File: src/scp_pkg.sv
// shared constants and types of the servo stop and power cut control
package scp_pkg;

   // ==========================================================
   // register map (byte addresses)
   localparam logic [7:0] ADDR_CTRL = 8'h00;
   localparam logic [7:0] ADDR_HOLD = 8'h04;
   localparam logic [7:0] ADDR_STAT = 8'h08;
   localparam logic [7:0] ADDR_MASK = 8'h0c;
   localparam logic [7:0] ADDR_STATE = 8'h10;
   localparam logic [7:0] ADDR_ENC = 8'h14;
   localparam logic [7:0] ADDR_CMD = 8'h18;

   // ==========================================================
   // setting ranges and reset values
   localparam logic [1:0] SM_DB_HOLD = 2'h0;
   localparam logic [1:0] SM_DB_COAST = 2'h1;
   localparam logic [1:0] SM_COAST = 2'h2;
   localparam logic G2_ZERO = 1'h0;
   localparam logic [15:0] MAXSPD_MIN = 16'h0001;
   localparam logic [15:0] MAXSPD_MAX = 16'h0064;
   localparam logic [6:0] MAXSPD_DEF = 7'h32;
   localparam logic [15:0] HOLD_MIN = 16'h0014;
   localparam logic [15:0] HOLD_MAX = 16'h03e8;
   localparam logic [9:0] HOLD_DEF = 10'h014;
   localparam logic [15:0] SPEED_UNIT_MMS = 16'h0064;
   localparam int ENC_STEP_DEF = 256;
   localparam logic [15:0] ENC_DEF = 16'h0000;
   localparam logic [31:0] CMD_RESTART = 32'h0000_0001;

   // ==========================================================
   // time base: one hold-time unit is 1 ms
   localparam int TICK_TIME_US = 1000;
   localparam int CLK_MHZ = 50;
   localparam int TICK_CYC_DEF = TICK_TIME_US * CLK_MHZ;

   // ==========================================================
   // types
   typedef enum logic [1:0]
   {
      CM_POS = 2'h0,
      CM_SPD = 2'h1,
      CM_FORCE = 2'h2
   } scp_mode_t;

   typedef enum logic [1:0]
   {
      ST_STOP = 2'h0,
      ST_RUN = 2'h1,
      ST_ZERO = 2'h2
   } scp_st_t;

   // selector settings; this is also the low bits of the control word
   typedef struct packed {
      logic [6:0] max_speed_limit;
      logic group_two_stop_select;
      logic [1:0] stop_mode_select;
   } scp_cfg_t;

   // sticky events, same layout in status and mask
   typedef struct packed {
      logic alarm;
      logic undervolt;
      logic overspeed;
      logic cut_expired;
   } scp_ev_t;

   // pin inputs after synchronisation
   typedef struct packed {
      logic servo_on;
      logic gr1;
      logic gr2;
      logic main_ok;
      logic ctrl_ok;
      logic undervolt;
   } scp_pins_t;

endpackage

File: src/scp_cut_timer.sv
// power cut hold timer: counts whole milliseconds of main supply loss
`timescale 1ns/1ps
module scp_cut_timer
   import scp_pkg::*;
#(
   parameter int TICK_CYC = TICK_CYC_DEF
)
(
   input wire logic CLK_SYS,
   input wire logic RESET_N,
   input wire logic power_lost,
   input wire logic [9:0] hold_ms,
   output logic expired
);

   // ==========================================================
   // state
   typedef struct packed {
      logic [15:0] presc;
      logic [9:0] ms;
      logic exp;
   } scp_tmr_t;

   localparam logic [15:0] PRESC_END = 16'(TICK_CYC - 1);

   scp_tmr_t s_ff;
   scp_tmr_t nxt_s;

   if (TICK_CYC < 2 || TICK_CYC > 65536)
   begin : g_chk
      $error("TICK_CYC out of range");
   end

   // ==========================================================
   // counting; hold_ms is read live so a new value acts at once
   always_comb
   begin
      nxt_s = s_ff;
      if (!power_lost)
      begin
         nxt_s = '0;
      end
      else
      begin
         if (s_ff.presc == PRESC_END)
         begin
            nxt_s.presc = '0;
            if (!s_ff.exp)
            begin
               nxt_s.ms = s_ff.ms + 10'h001;
            end
         end
         else
         begin
            nxt_s.presc = s_ff.presc + 16'h0001;
         end
         // expiry sticks until the supply comes back
         nxt_s.exp = s_ff.exp | (nxt_s.ms >= hold_ms); // RL6
      end
   end

   always_ff @(posedge CLK_SYS)
   begin
      if (!RESET_N)
      begin
         s_ff <= '0;
      end
      else
      begin
         s_ff <= nxt_s;
      end
   end

   assign expired = s_ff.exp;

endmodule

File: src/scp_core.sv
// stop mode selection, power cut ride-through and speed limit with APB
//
// Overview of operation
// RL1 - servo off stops by brake-hold, brake-then-coast or coast per selector
// RL2 - group one alarm stops the motor exactly like a servo off
// RL3 - group two alarm: zero-speed stop then selector mode, or as group one
// RL4 - zero-speed stop forces the internal speed reference to zero
// RL5 - force control ignores the group two selector
// RL6 - ride through supply loss shorter than hold time, else cut power
// RL7 - motor power returns once the main supply recovers
// RL8 - servo ready drops when a supply loss exceeds the hold time; here it drops as soon as the main supply is lost
// RL9 - control supply failure means plain power down, hold time ignored
// RL10 - undervoltage during a loss overrides the hold time and stops
// RL11 - maximum speed setting 1 to 100 in 100 mm/s, default 50
// RL12 - overspeed alarm raised against the active maximum speed
// RL13 - lower maximum speed allows a higher encoder resolution limit
// RL14 - brake release output drops on any alarm or servo off
// RL15 - restart-class selectors take effect only at a restart
//
// Design decisions made here: register access over APB and the register addresses.
`timescale 1ns/1ps
module scp_core
   import scp_pkg::*;
#(
   parameter int TICK_CYC = TICK_CYC_DEF,
   parameter int ENC_STEP = ENC_STEP_DEF
)
(
   input wire logic CLK_SYS,
   input wire logic RESET_N,
   input wire logic PSEL,
   input wire logic PENABLE,
   input wire logic PWRITE,
   input wire logic [7:0] PADDR,
   input wire logic [31:0] PWDATA,
   output logic [31:0] PRDATA,
   output logic PREADY,
   output logic PSLVERR,
   input wire logic SERVO_ON,
   input wire logic ALARM_GROUP_ONE,
   input wire logic ALARM_GROUP_TWO,
   input wire logic MAIN_POWER_OK,
   input wire logic CONTROL_POWER_OK,
   input wire logic UNDERVOLTAGE,
   input wire logic [1:0] CONTROL_MODE,
   input wire logic [15:0] MOTOR_SPEED,
   output logic MOTOR_POWER,
   output logic DYNAMIC_BRAKE,
   output logic ZERO_SPEED_REF,
   output logic BRAKE_RELEASE_OUT,
   output logic SERVO_READY,
   output logic OVERSPEED_ALARM,
   output logic IRQ
);

   // ==========================================================
   // state of the block
   typedef struct packed {
      scp_pins_t sy1;
      scp_pins_t sy2;
      scp_cfg_t pend;
      scp_cfg_t act;
      logic [9:0] hold;
      logic [15:0] enc;
      scp_ev_t stat;
      scp_ev_t mask;
      scp_st_t st;
      logic ovs;
      logic pwr;
      logic db;
      logic zref;
      logic brk;
      logic rdy;
      logic irq;
      logic [31:0] prdata;
      logic pslverr;
   } scp_core_t;

   localparam scp_cfg_t CFG_DEF = '{
      max_speed_limit: MAXSPD_DEF,
      group_two_stop_select: G2_ZERO,
      stop_mode_select: SM_DB_HOLD
   };

   localparam scp_core_t CORE_RST = '{
      pend: CFG_DEF,
      act: CFG_DEF,
      hold: HOLD_DEF,
      enc: ENC_DEF,
      st: ST_STOP,
      db: 1'b1, // stopped in brake-hold mode, so the brake is on
      default: '0
   };

   if (ENC_STEP < 1 || ENC_STEP * 100 > 65535)
   begin : g_chk
      $error("ENC_STEP out of range");
   end

   // ==========================================================
   // helpers
   function automatic logic [15:0] clamp16(input logic [15:0] v,
      input logic [15:0] lo, input logic [15:0] hi);
      clamp16 = (v < lo) ? lo : ((v > hi) ? hi : v);
   endfunction

   function automatic logic addr_ok(input logic [7:0] a);
      addr_ok = (a == ADDR_CTRL) || (a == ADDR_HOLD) ||
         (a == ADDR_STAT) || (a == ADDR_MASK) || (a == ADDR_STATE) ||
         (a == ADDR_ENC) || (a == ADDR_CMD);
   endfunction

   // encoder limit grows as the speed limit shrinks
   function automatic logic [15:0] enc_limit(input logic [6:0] spd);
      logic [15:0] span;
      span = MAXSPD_MAX + 16'h0001 - {9'h000, spd};
      enc_limit = 16'(ENC_STEP * int'(span));
   endfunction

   scp_core_t s_ff;
   scp_core_t nxt_s;
   scp_pins_t pins_in;
   scp_pins_t p;
   scp_ev_t ev;
   scp_ev_t clr;
   scp_cfg_t wcfg;
   logic cut_exp;
   logic hard_stop;
   logic alarm1;
   logic g2_as_g1;
   logic stopped;
   logic run_ok;
   logic acc;
   logic wr;
   logic restart;
   logic [15:0] spd_lim;

   assign pins_in = '{servo_on: SERVO_ON, gr1: ALARM_GROUP_ONE,
      gr2: ALARM_GROUP_TWO, main_ok: MAIN_POWER_OK,
      ctrl_ok: CONTROL_POWER_OK, undervolt: UNDERVOLTAGE};
   assign p = s_ff.sy2;

   // ==========================================================
   // supply loss timer
   scp_cut_timer #(
      .TICK_CYC(TICK_CYC)
   ) u_tmr (
      .CLK_SYS(CLK_SYS),
      .RESET_N(RESET_N),
      .power_lost(~p.main_ok),
      .hold_ms(s_ff.hold),
      .expired(cut_exp)
   );

   // ==========================================================
   // stop decisions
   always_comb
   begin
      // overspeed counts as a group one alarm
      alarm1 = p.gr1 | s_ff.ovs; // RL2
      g2_as_g1 = (CONTROL_MODE == CM_FORCE) |
         s_ff.act.group_two_stop_select; // RL3 RL5
      // hold time is void on control or undervoltage failure
      hard_stop = ~p.ctrl_ok | p.undervolt | cut_exp; // RL6 RL9 RL10
      stopped = (MOTOR_SPEED == 16'h0000);
      run_ok = p.servo_on & ~hard_stop & ~alarm1;
      spd_lim = 16'(s_ff.act.max_speed_limit * SPEED_UNIT_MMS);
      acc = PSEL & PENABLE;
      wr = acc & PWRITE & addr_ok(PADDR);
      restart = wr & (PADDR == ADDR_CMD) & |(PWDATA & CMD_RESTART);
      clr = (wr && PADDR == ADDR_STAT) ? scp_ev_t'(PWDATA[3:0]) : '0;
      wcfg = scp_cfg_t'(PWDATA[9:0]);
      ev = '{alarm: alarm1 | p.gr2, undervolt: p.undervolt,
         overspeed: s_ff.ovs, cut_expired: cut_exp};
   end

   // ==========================================================
   // next state of everything
   always_comb
   begin
      nxt_s = s_ff;
      nxt_s.sy1 = pins_in;
      nxt_s.sy2 = s_ff.sy1;
      nxt_s.ovs = MOTOR_SPEED > spd_lim; // RL12
      // stop sequencing
      case (s_ff.st)
         ST_RUN:
         begin
            if (!run_ok || (p.gr2 && g2_as_g1))
            begin
               nxt_s.st = ST_STOP; // RL1 RL2 RL5
            end
            else if (p.gr2)
            begin
               nxt_s.st = ST_ZERO; // RL3
            end
         end
         ST_ZERO:
         begin
            // decelerate on zero reference, then the selector mode
            if (!run_ok || stopped)
            begin
               nxt_s.st = ST_STOP; // RL3
            end
         end
         ST_STOP:
         begin
            if (run_ok && !p.gr2 && p.main_ok)
            begin
               nxt_s.st = ST_RUN; // RL7
            end
         end
         default:
         begin
            nxt_s.st = ST_STOP;
         end
      endcase
      // register writes; values outside the range are clamped
      if (wr && PADDR == ADDR_CTRL)
      begin
         nxt_s.pend.stop_mode_select = (wcfg.stop_mode_select > SM_COAST) ?
            SM_COAST : wcfg.stop_mode_select;
         nxt_s.pend.group_two_stop_select = wcfg.group_two_stop_select;
         nxt_s.pend.max_speed_limit = 7'(clamp16(
            {9'h000, wcfg.max_speed_limit}, MAXSPD_MIN, MAXSPD_MAX)); // RL11
      end
      if (wr && PADDR == ADDR_HOLD)
      begin
         nxt_s.hold = 10'(clamp16(PWDATA[15:0], HOLD_MIN, HOLD_MAX)); // RL6
      end
      if (wr && PADDR == ADDR_MASK)
      begin
         nxt_s.mask = scp_ev_t'(PWDATA[3:0]);
      end
      // only a restart moves pending selectors into use
      if (restart)
      begin
         nxt_s.act = s_ff.pend; // RL15
      end
      if (wr && PADDR == ADDR_ENC)
      begin
         nxt_s.enc = PWDATA[15:0];
      end
      nxt_s.enc = clamp16(nxt_s.enc, 16'h0000,
         enc_limit(nxt_s.act.max_speed_limit)); // RL13
      // a new event beats a clear in the same cycle
      nxt_s.stat = (s_ff.stat & ~clr) | ev;
      nxt_s.irq = |(nxt_s.stat & nxt_s.mask);
      // outputs follow the next state so they line up with it
      nxt_s.pwr = (nxt_s.st != ST_STOP); // RL6 RL9
      nxt_s.zref = (nxt_s.st == ST_ZERO); // RL4
      nxt_s.db = (nxt_s.st == ST_STOP) &&
         ((nxt_s.act.stop_mode_select == SM_DB_HOLD) ||
         (nxt_s.act.stop_mode_select == SM_DB_COAST && !stopped)); // RL1
      nxt_s.brk = (nxt_s.st == ST_RUN); // RL14
      nxt_s.rdy = p.main_ok & ~hard_stop & ~alarm1 & ~p.gr2; // RL8
      // read data captured in the setup cycle, answered in access
      if (PSEL && !PENABLE)
      begin
         nxt_s.pslverr = ~addr_ok(PADDR);
         case (PADDR)
            ADDR_CTRL: nxt_s.prdata = {22'h000000, s_ff.pend};
            ADDR_HOLD: nxt_s.prdata = {22'h000000, s_ff.hold};
            ADDR_STAT: nxt_s.prdata = {28'h0000000, s_ff.stat};
            ADDR_MASK: nxt_s.prdata = {28'h0000000, s_ff.mask};
            ADDR_STATE: nxt_s.prdata = {14'h0000, s_ff.act, s_ff.st,
               s_ff.ovs, s_ff.rdy, s_ff.brk, s_ff.zref, s_ff.db,
               s_ff.pwr};
            ADDR_ENC: nxt_s.prdata = {16'h0000, s_ff.enc};
            default: nxt_s.prdata = 32'h0000_0000;
         endcase
      end
   end

   always_ff @(posedge CLK_SYS)
   begin
      if (!RESET_N)
      begin
         s_ff <= CORE_RST;
      end
      else
      begin
         s_ff <= nxt_s;
      end
   end

   // ==========================================================
   // outputs
   assign PREADY = acc; // zero wait states
   assign PRDATA = s_ff.prdata;
   assign PSLVERR = s_ff.pslverr;
   assign MOTOR_POWER = s_ff.pwr;
   assign DYNAMIC_BRAKE = s_ff.db;
   assign ZERO_SPEED_REF = s_ff.zref;
   assign BRAKE_RELEASE_OUT = s_ff.brk;
   assign SERVO_READY = s_ff.rdy;
   assign OVERSPEED_ALARM = s_ff.ovs;
   assign IRQ = s_ff.irq;
endmodule

File: config.mk
export PLATFORM = sky130hd
export DESIGN_NAME = scp_core
export DESIGN_NICKNAME = d
export VERILOG_FILES = /design/src/scp_pkg.sv /design/src/scp_cut_timer.sv /design/src/scp_core.sv
export SDC_FILE = /design/constraint.sdc
export NUM_CORES = 1
export LEC_CHECK = 0
export BUFFER_PORTS_ARGS = -buffer_cell sky130_fd_sc_hd__buf_2
export CORE_MARGIN = 8
export CORE_UTILIZATION = 40
export DETAILED_ROUTE_END_ITERATION = 12
export PLACE_DENSITY = 0.67
export SETUP_SLACK_MARGIN = 0.5
export SKIP_CTS_REPAIR_TIMING = 1
export SLEW_MARGIN = 20
export SYNTH_ARGS = -nofsm -noshare
export SYNTH_HDL_FRONTEND = slang
export SYNTH_SLANG_ARGS = --single-unit
File: constraint.sdc
create_clock -name CLK_SYS -period 5.2 [get_ports CLK_SYS]
set_input_delay 0.52 -clock CLK_SYS [delete_from_list [all_inputs] [get_ports CLK_SYS]]
set_output_delay 0.52 -clock CLK_SYS [all_outputs]
set_load 0.05 [all_outputs]
After elaboration in Yosys (flattened, before gate mapping)
Cells that the tools add are included.
{"block": "totals", "ff_bits": 135, "in_bits": 69, "out_inout_bits": 41, "word_cells": 148}
{"block": "classes", "n_addsub": 3, "n_mul": 1, "magnitude_cmp": 9, "eq_ne": 13, "muxes": 19, "n_bitwise": 26, "reduce_logical": 35}
{"cell": "18-bit one-hot mux with 6 select lines", "n": 1}
{"cell": "10-bit 2-to-1 mux", "n": 6}
{"cell": "16-bit 2-to-1 mux", "n": 2}
{"cell": "8-bit by 5-bit == test with 1-bit output, second input constant", "n": 3}
{"cell": "16-bit by 1-bit adder with 16-bit output, second input constant", "n": 1}
{"cell": "16-bit == test, second input constant", "n": 1}
{"cell": "8-bit by 4-bit == test with 1-bit output, second input constant", "n": 2}
{"cell": "16-bit by 10-bit greater-than comparator with 1-bit output, second input constant", "n": 1}
{"cell": "16-bit by 14-bit greater-than comparator with 1-bit output", "n": 1}
{"cell": "16-bit greater-than comparator", "n": 1}
{"cell": "16-bit zero test", "n": 1}
{"cell": "16-bit by 1-bit less-than comparator with 1-bit output, second input constant", "n": 1}
{"cell": "16-bit by 5-bit less-than comparator with 1-bit output, second input constant", "n": 1}
{"cell": "7-bit 2-to-1 mux", "n": 2}
{"cell": "7-bit by 5-bit multiplier with 12-bit output, second input constant", "n": 1}
{"cell": "1-bit logical AND", "n": 11}
{"cell": "10-bit by 1-bit adder with 10-bit output, second input constant", "n": 1}
{"cell": "1-bit bitwise AND", "n": 10}
{"cell": "10-bit >= comparator", "n": 1}
{"cell": "2-bit 2-to-1 mux", "n": 5}
{"cell": "1-bit logical OR", "n": 9}
{"cell": "4-bit bitwise AND", "n": 2}
{"cell": "8-bit by 3-bit == test with 1-bit output, second input constant", "n": 1}
{"cell": "8-bit zero test", "n": 1}
{"cell": "18 further kinds", "n": 40}

Logic depth before layout (Yosys ltp)
{"block": "depth", "ltp_word": 15, "ltp_mapped": 19}

Cells and area by module
Synthesis repeated with hierarchy kept, for this count alone.
{"block": "unflattened", "hier_cells": 793, "hier_area_um2": 7063.0}
{"mod": "scp_core", "instances": 1, "cells_per_inst": 615, "area_per_inst_um2": 5540.3}
{"mod": "scp_cut_timer", "instances": 1, "cells_per_inst": 178, "area_per_inst_um2": 1522.7}

Worst setup path after synthesis
Ideal clock, no wire load.
{"block": "synth_timing", "kind": "input-to-reg", "startpoint": "input PADDR[5]", "endpoint": "register s_ff[58] (netlist bit)", "t_arrival_ns": 4.198, "required_time_ns": 5.130, "path_slack_ns": 0.931, "cell_stages": 18, "cell_sequence": "or3_1 buf_2 or4_1 buf_2 mux2i_1 inv_1 ha_1 nor3_1 xnor2_1 nor2_1 a21oi_1 ha_1 o21ai_0 a21oi_1 a221oi_1 a21oi_4 or2_2 a21oi_1"}
{"item": "start: declaration", "line": "scp_core.sv:34", "text": "input wire logic [7:0] PADDR,"}
{"item": "end signal: assignment", "line": "scp_core.sv:283", "text": "s_ff <= nxt_s;"}
{"item": "end: declaration", "line": "scp_core.sv:120", "text": "scp_core_t s_ff;"}

==> impl_metrics.ini <==
[status]
status = finished, final reports clean

[power_and_ir_drop]
irDropWorstVdd_mv = 0.242
power_mw = 2.35
swShare_pct = 27.4
power_frac_clock_pct = 45.3
internal_power_mw = 1.71
power_frac_seq_pct = 41.7
p_leak_nw = 3.31
combinationalPowerShare_pct = 13.0
power_switching_mw = 0.644
p_per_area_nw_per_um2 = 303

[grt]
grt_pass1_vias = 5429
grtUsageMet1_pct = 21.6
grtUsageMet3_pct = 4.76
grt-busiest-layer = met2
grtUsageTotal_pct = 16.3
grt.met2_usage_pct = 24.7
grt_max_degree = 56
grt_pass1_wl_mm = 28.1
antenna_found_initial = 0
overflow = 0

[logic_synthesis]
synth-seq-area-share_pct = 35.6
synth_area_leaders = dfxtp_1 (36%), ha_1 (11%), mux2i_1 (5.3%)
syn_area_per_cell_um2 = 8.84
yosysMostFrequentCell = dfxtp_1
syn_area_um2 = 6810
ys_top_cells_by_count = dfxtp_1 (121), nor2_1 (94), ha_1 (59)
synth_edf_count = 0
postSynthCellCount = 771
synth_warnings = 0
synth-main-ff-cell = dfxtp_1
yosys.area.top_type = dfxtp_1
synth.distinct_cells = 59
synthDominantCellAreaShare_pct = 35.6
synthArstFlopShare_pct = 0
ys_ff_latch = 121

[hold_path]
hold_path_class = input port to flop
whs_path_depth = 2

[critical_path]
cp_slowest_stage_delay_ps = 700
crit_type = input port to flop
path_buf_inv = 3
r2r_cells = 13
path_depth = 17
slowest_stage = or4_1
path_max_fanout = 17
required_ps = 5550
crit_family = simple AND/OR/NAND/NOR gates
path_cells = buf_2 > or3_1 > or4_1 > mux2i_1 > buf_4 > inv_1 > ha_1 > nor3_1 > xnor2_1 > a21oi_1 > ha_1 > nor3_1 > o221ai_1 > a221oi_1 > a21oi_4 > nand2b_1 > nor2_1
cp-start-kind = input port
end_kind = flop
arrival_ps = 4680

[route]
routedWlPerCell_um = 16.3
antenna_left = 0
routed_wl_mm = 17.3
vias = 5619
dr.pass1.iters = 5
post_drt_via_cell_ratio = 5.31
first_iter_violations = 439
drcViolationCount = 0

[floorplanning]
start_util_pct = 40.9
core_area_um2 = 16600
dieWidth_um = 147
die-area_um2 = 21500
io_pins = 110
rows = 47
die_h_um = 147

[timing]
fin_setup_tns_ps = 0
finalCritPeriodShare_pct = 83.3
final.setup_skew_ps = 6.87
slew_headroom_pct = 39.1
max_slew.worst_pin.slew_ps = 914
min_period_ps = 4330
setup_viol = 0
rsz0062_at_grt = no
slew_viol_final = 0
finalHoldViolCount = 0
max_freq_ghz = 0.231

[place]
gp_congestion = 0.820
hpwl_mm = 13.1
io_buffers = 79

[clock_network]
cts_max_level = 4
clock_sinks = 121
clockRootBuffer = clkbuf_16
cts_inserted_buffers = 17
clkLatencyLatePin_ps = 410
cts_tree = yes
clockBufferDepth = 2
clk_pin_slew_ps = 60

[run]
maxCapViolCount = 0

[finish]
area_growth_pct = 14.0
nNetsFinal = 955
drive_gt1_share_pct = 16.6
==> kinds of logic (layout without fill, tap and decap cells) <==
kind of cell / Yosys count / in the layout / share of synthesized area, %
and+or+nand+nor: 280 / 280 / 20.7
AOI/OAI and AO/OA: 129 / 129 / 13.2
DFF: 121 / 121 / 35.6
buffers and inverters: 95 / 148 / 7.22
adders and majority gates: 61 / 61 / 11.4
muxes: 47 / 47 / 7.11
xor gates and xnor gates: 37 / 37 / 4.76
other: 1 / 15 / 0.0550
==> path summary, 6_finish.rpt <==
kind	startpoint	to	slack [ps]
worst max-delay path	PADDR[5]	s_ff[51]	870
worst min-delay path	UNDERVOLTAGE	nxt_s[96]	310
worst min register to register	nxt_s[99]	p[3]	430
worst max register to register	s_ff[82]	OVERSPEED_ALARM	1300
==> sequential cells by signal, summed over array words and instances (netlist names), 5 cells and up <==
name,cells
s_ff,56
nxt_s,6
PRDATA,18
u_tmr.s_ff,26
p,5
==> cell usage in the layout, fill, tap and decap left out, drive strengths merged, types with 11 or more instances in the layout <==
cell,n
dfxtp,121
nor2,95
buf,85
ha,59
nand2,49
mux2i,36
inv,33
a21oi,32
nand3,22
a22oi,20
xor2,19
clkbuf,19
xnor2,18
o21ai,17
a211oi,17
nor3,15
and2,15
nor4,15
nor2b,14
conb,14
mux2,11
==> power groups by stage <==
stage               combinational (mW)  sequential (mW)  clock (mW)
global route                     0.341            0.985        1.14
detailed placement               0.301             1.00           0
CTS                              0.303            0.982        1.09
floorplan                        0.243            0.998           0
finish                           0.305            0.982        1.07
global placement                 0.296             1.00           0
==> stage by stage <==
step                      worst slack [ps]  utilization (%)  area, um^2  cells  hold slack, ps
final                                  869             46.7        7770   1058             309
after floorplan                        931                -        6860    784             412
after global placement                 559             43.3        7210   1026             414
after detailed placement               507             43.3        7210   1026             418
after global routing                   589             46.7        7770   1057             287
after CTS                              946             46.6        7750   1057             294
==> metal layers <==
metal	routed length [um]	share of wire [%]
met5	0	0
met4	285	1.6
met3	995	5.8
met2	7490	43
met1	8500	49
==> layout make-up <==
class                      count  area, um^2
clock buffer                  19         453
antenna                        1        2.50
fill                        1646        8870
timing repair buffer          85         440
tap                          220         275
clock inverter                12        96.3
sequential                   121        2420
multi-input combinational    568        3960
inverter                      32         120
No activity file was read; power rests on OpenSTA's default activity.
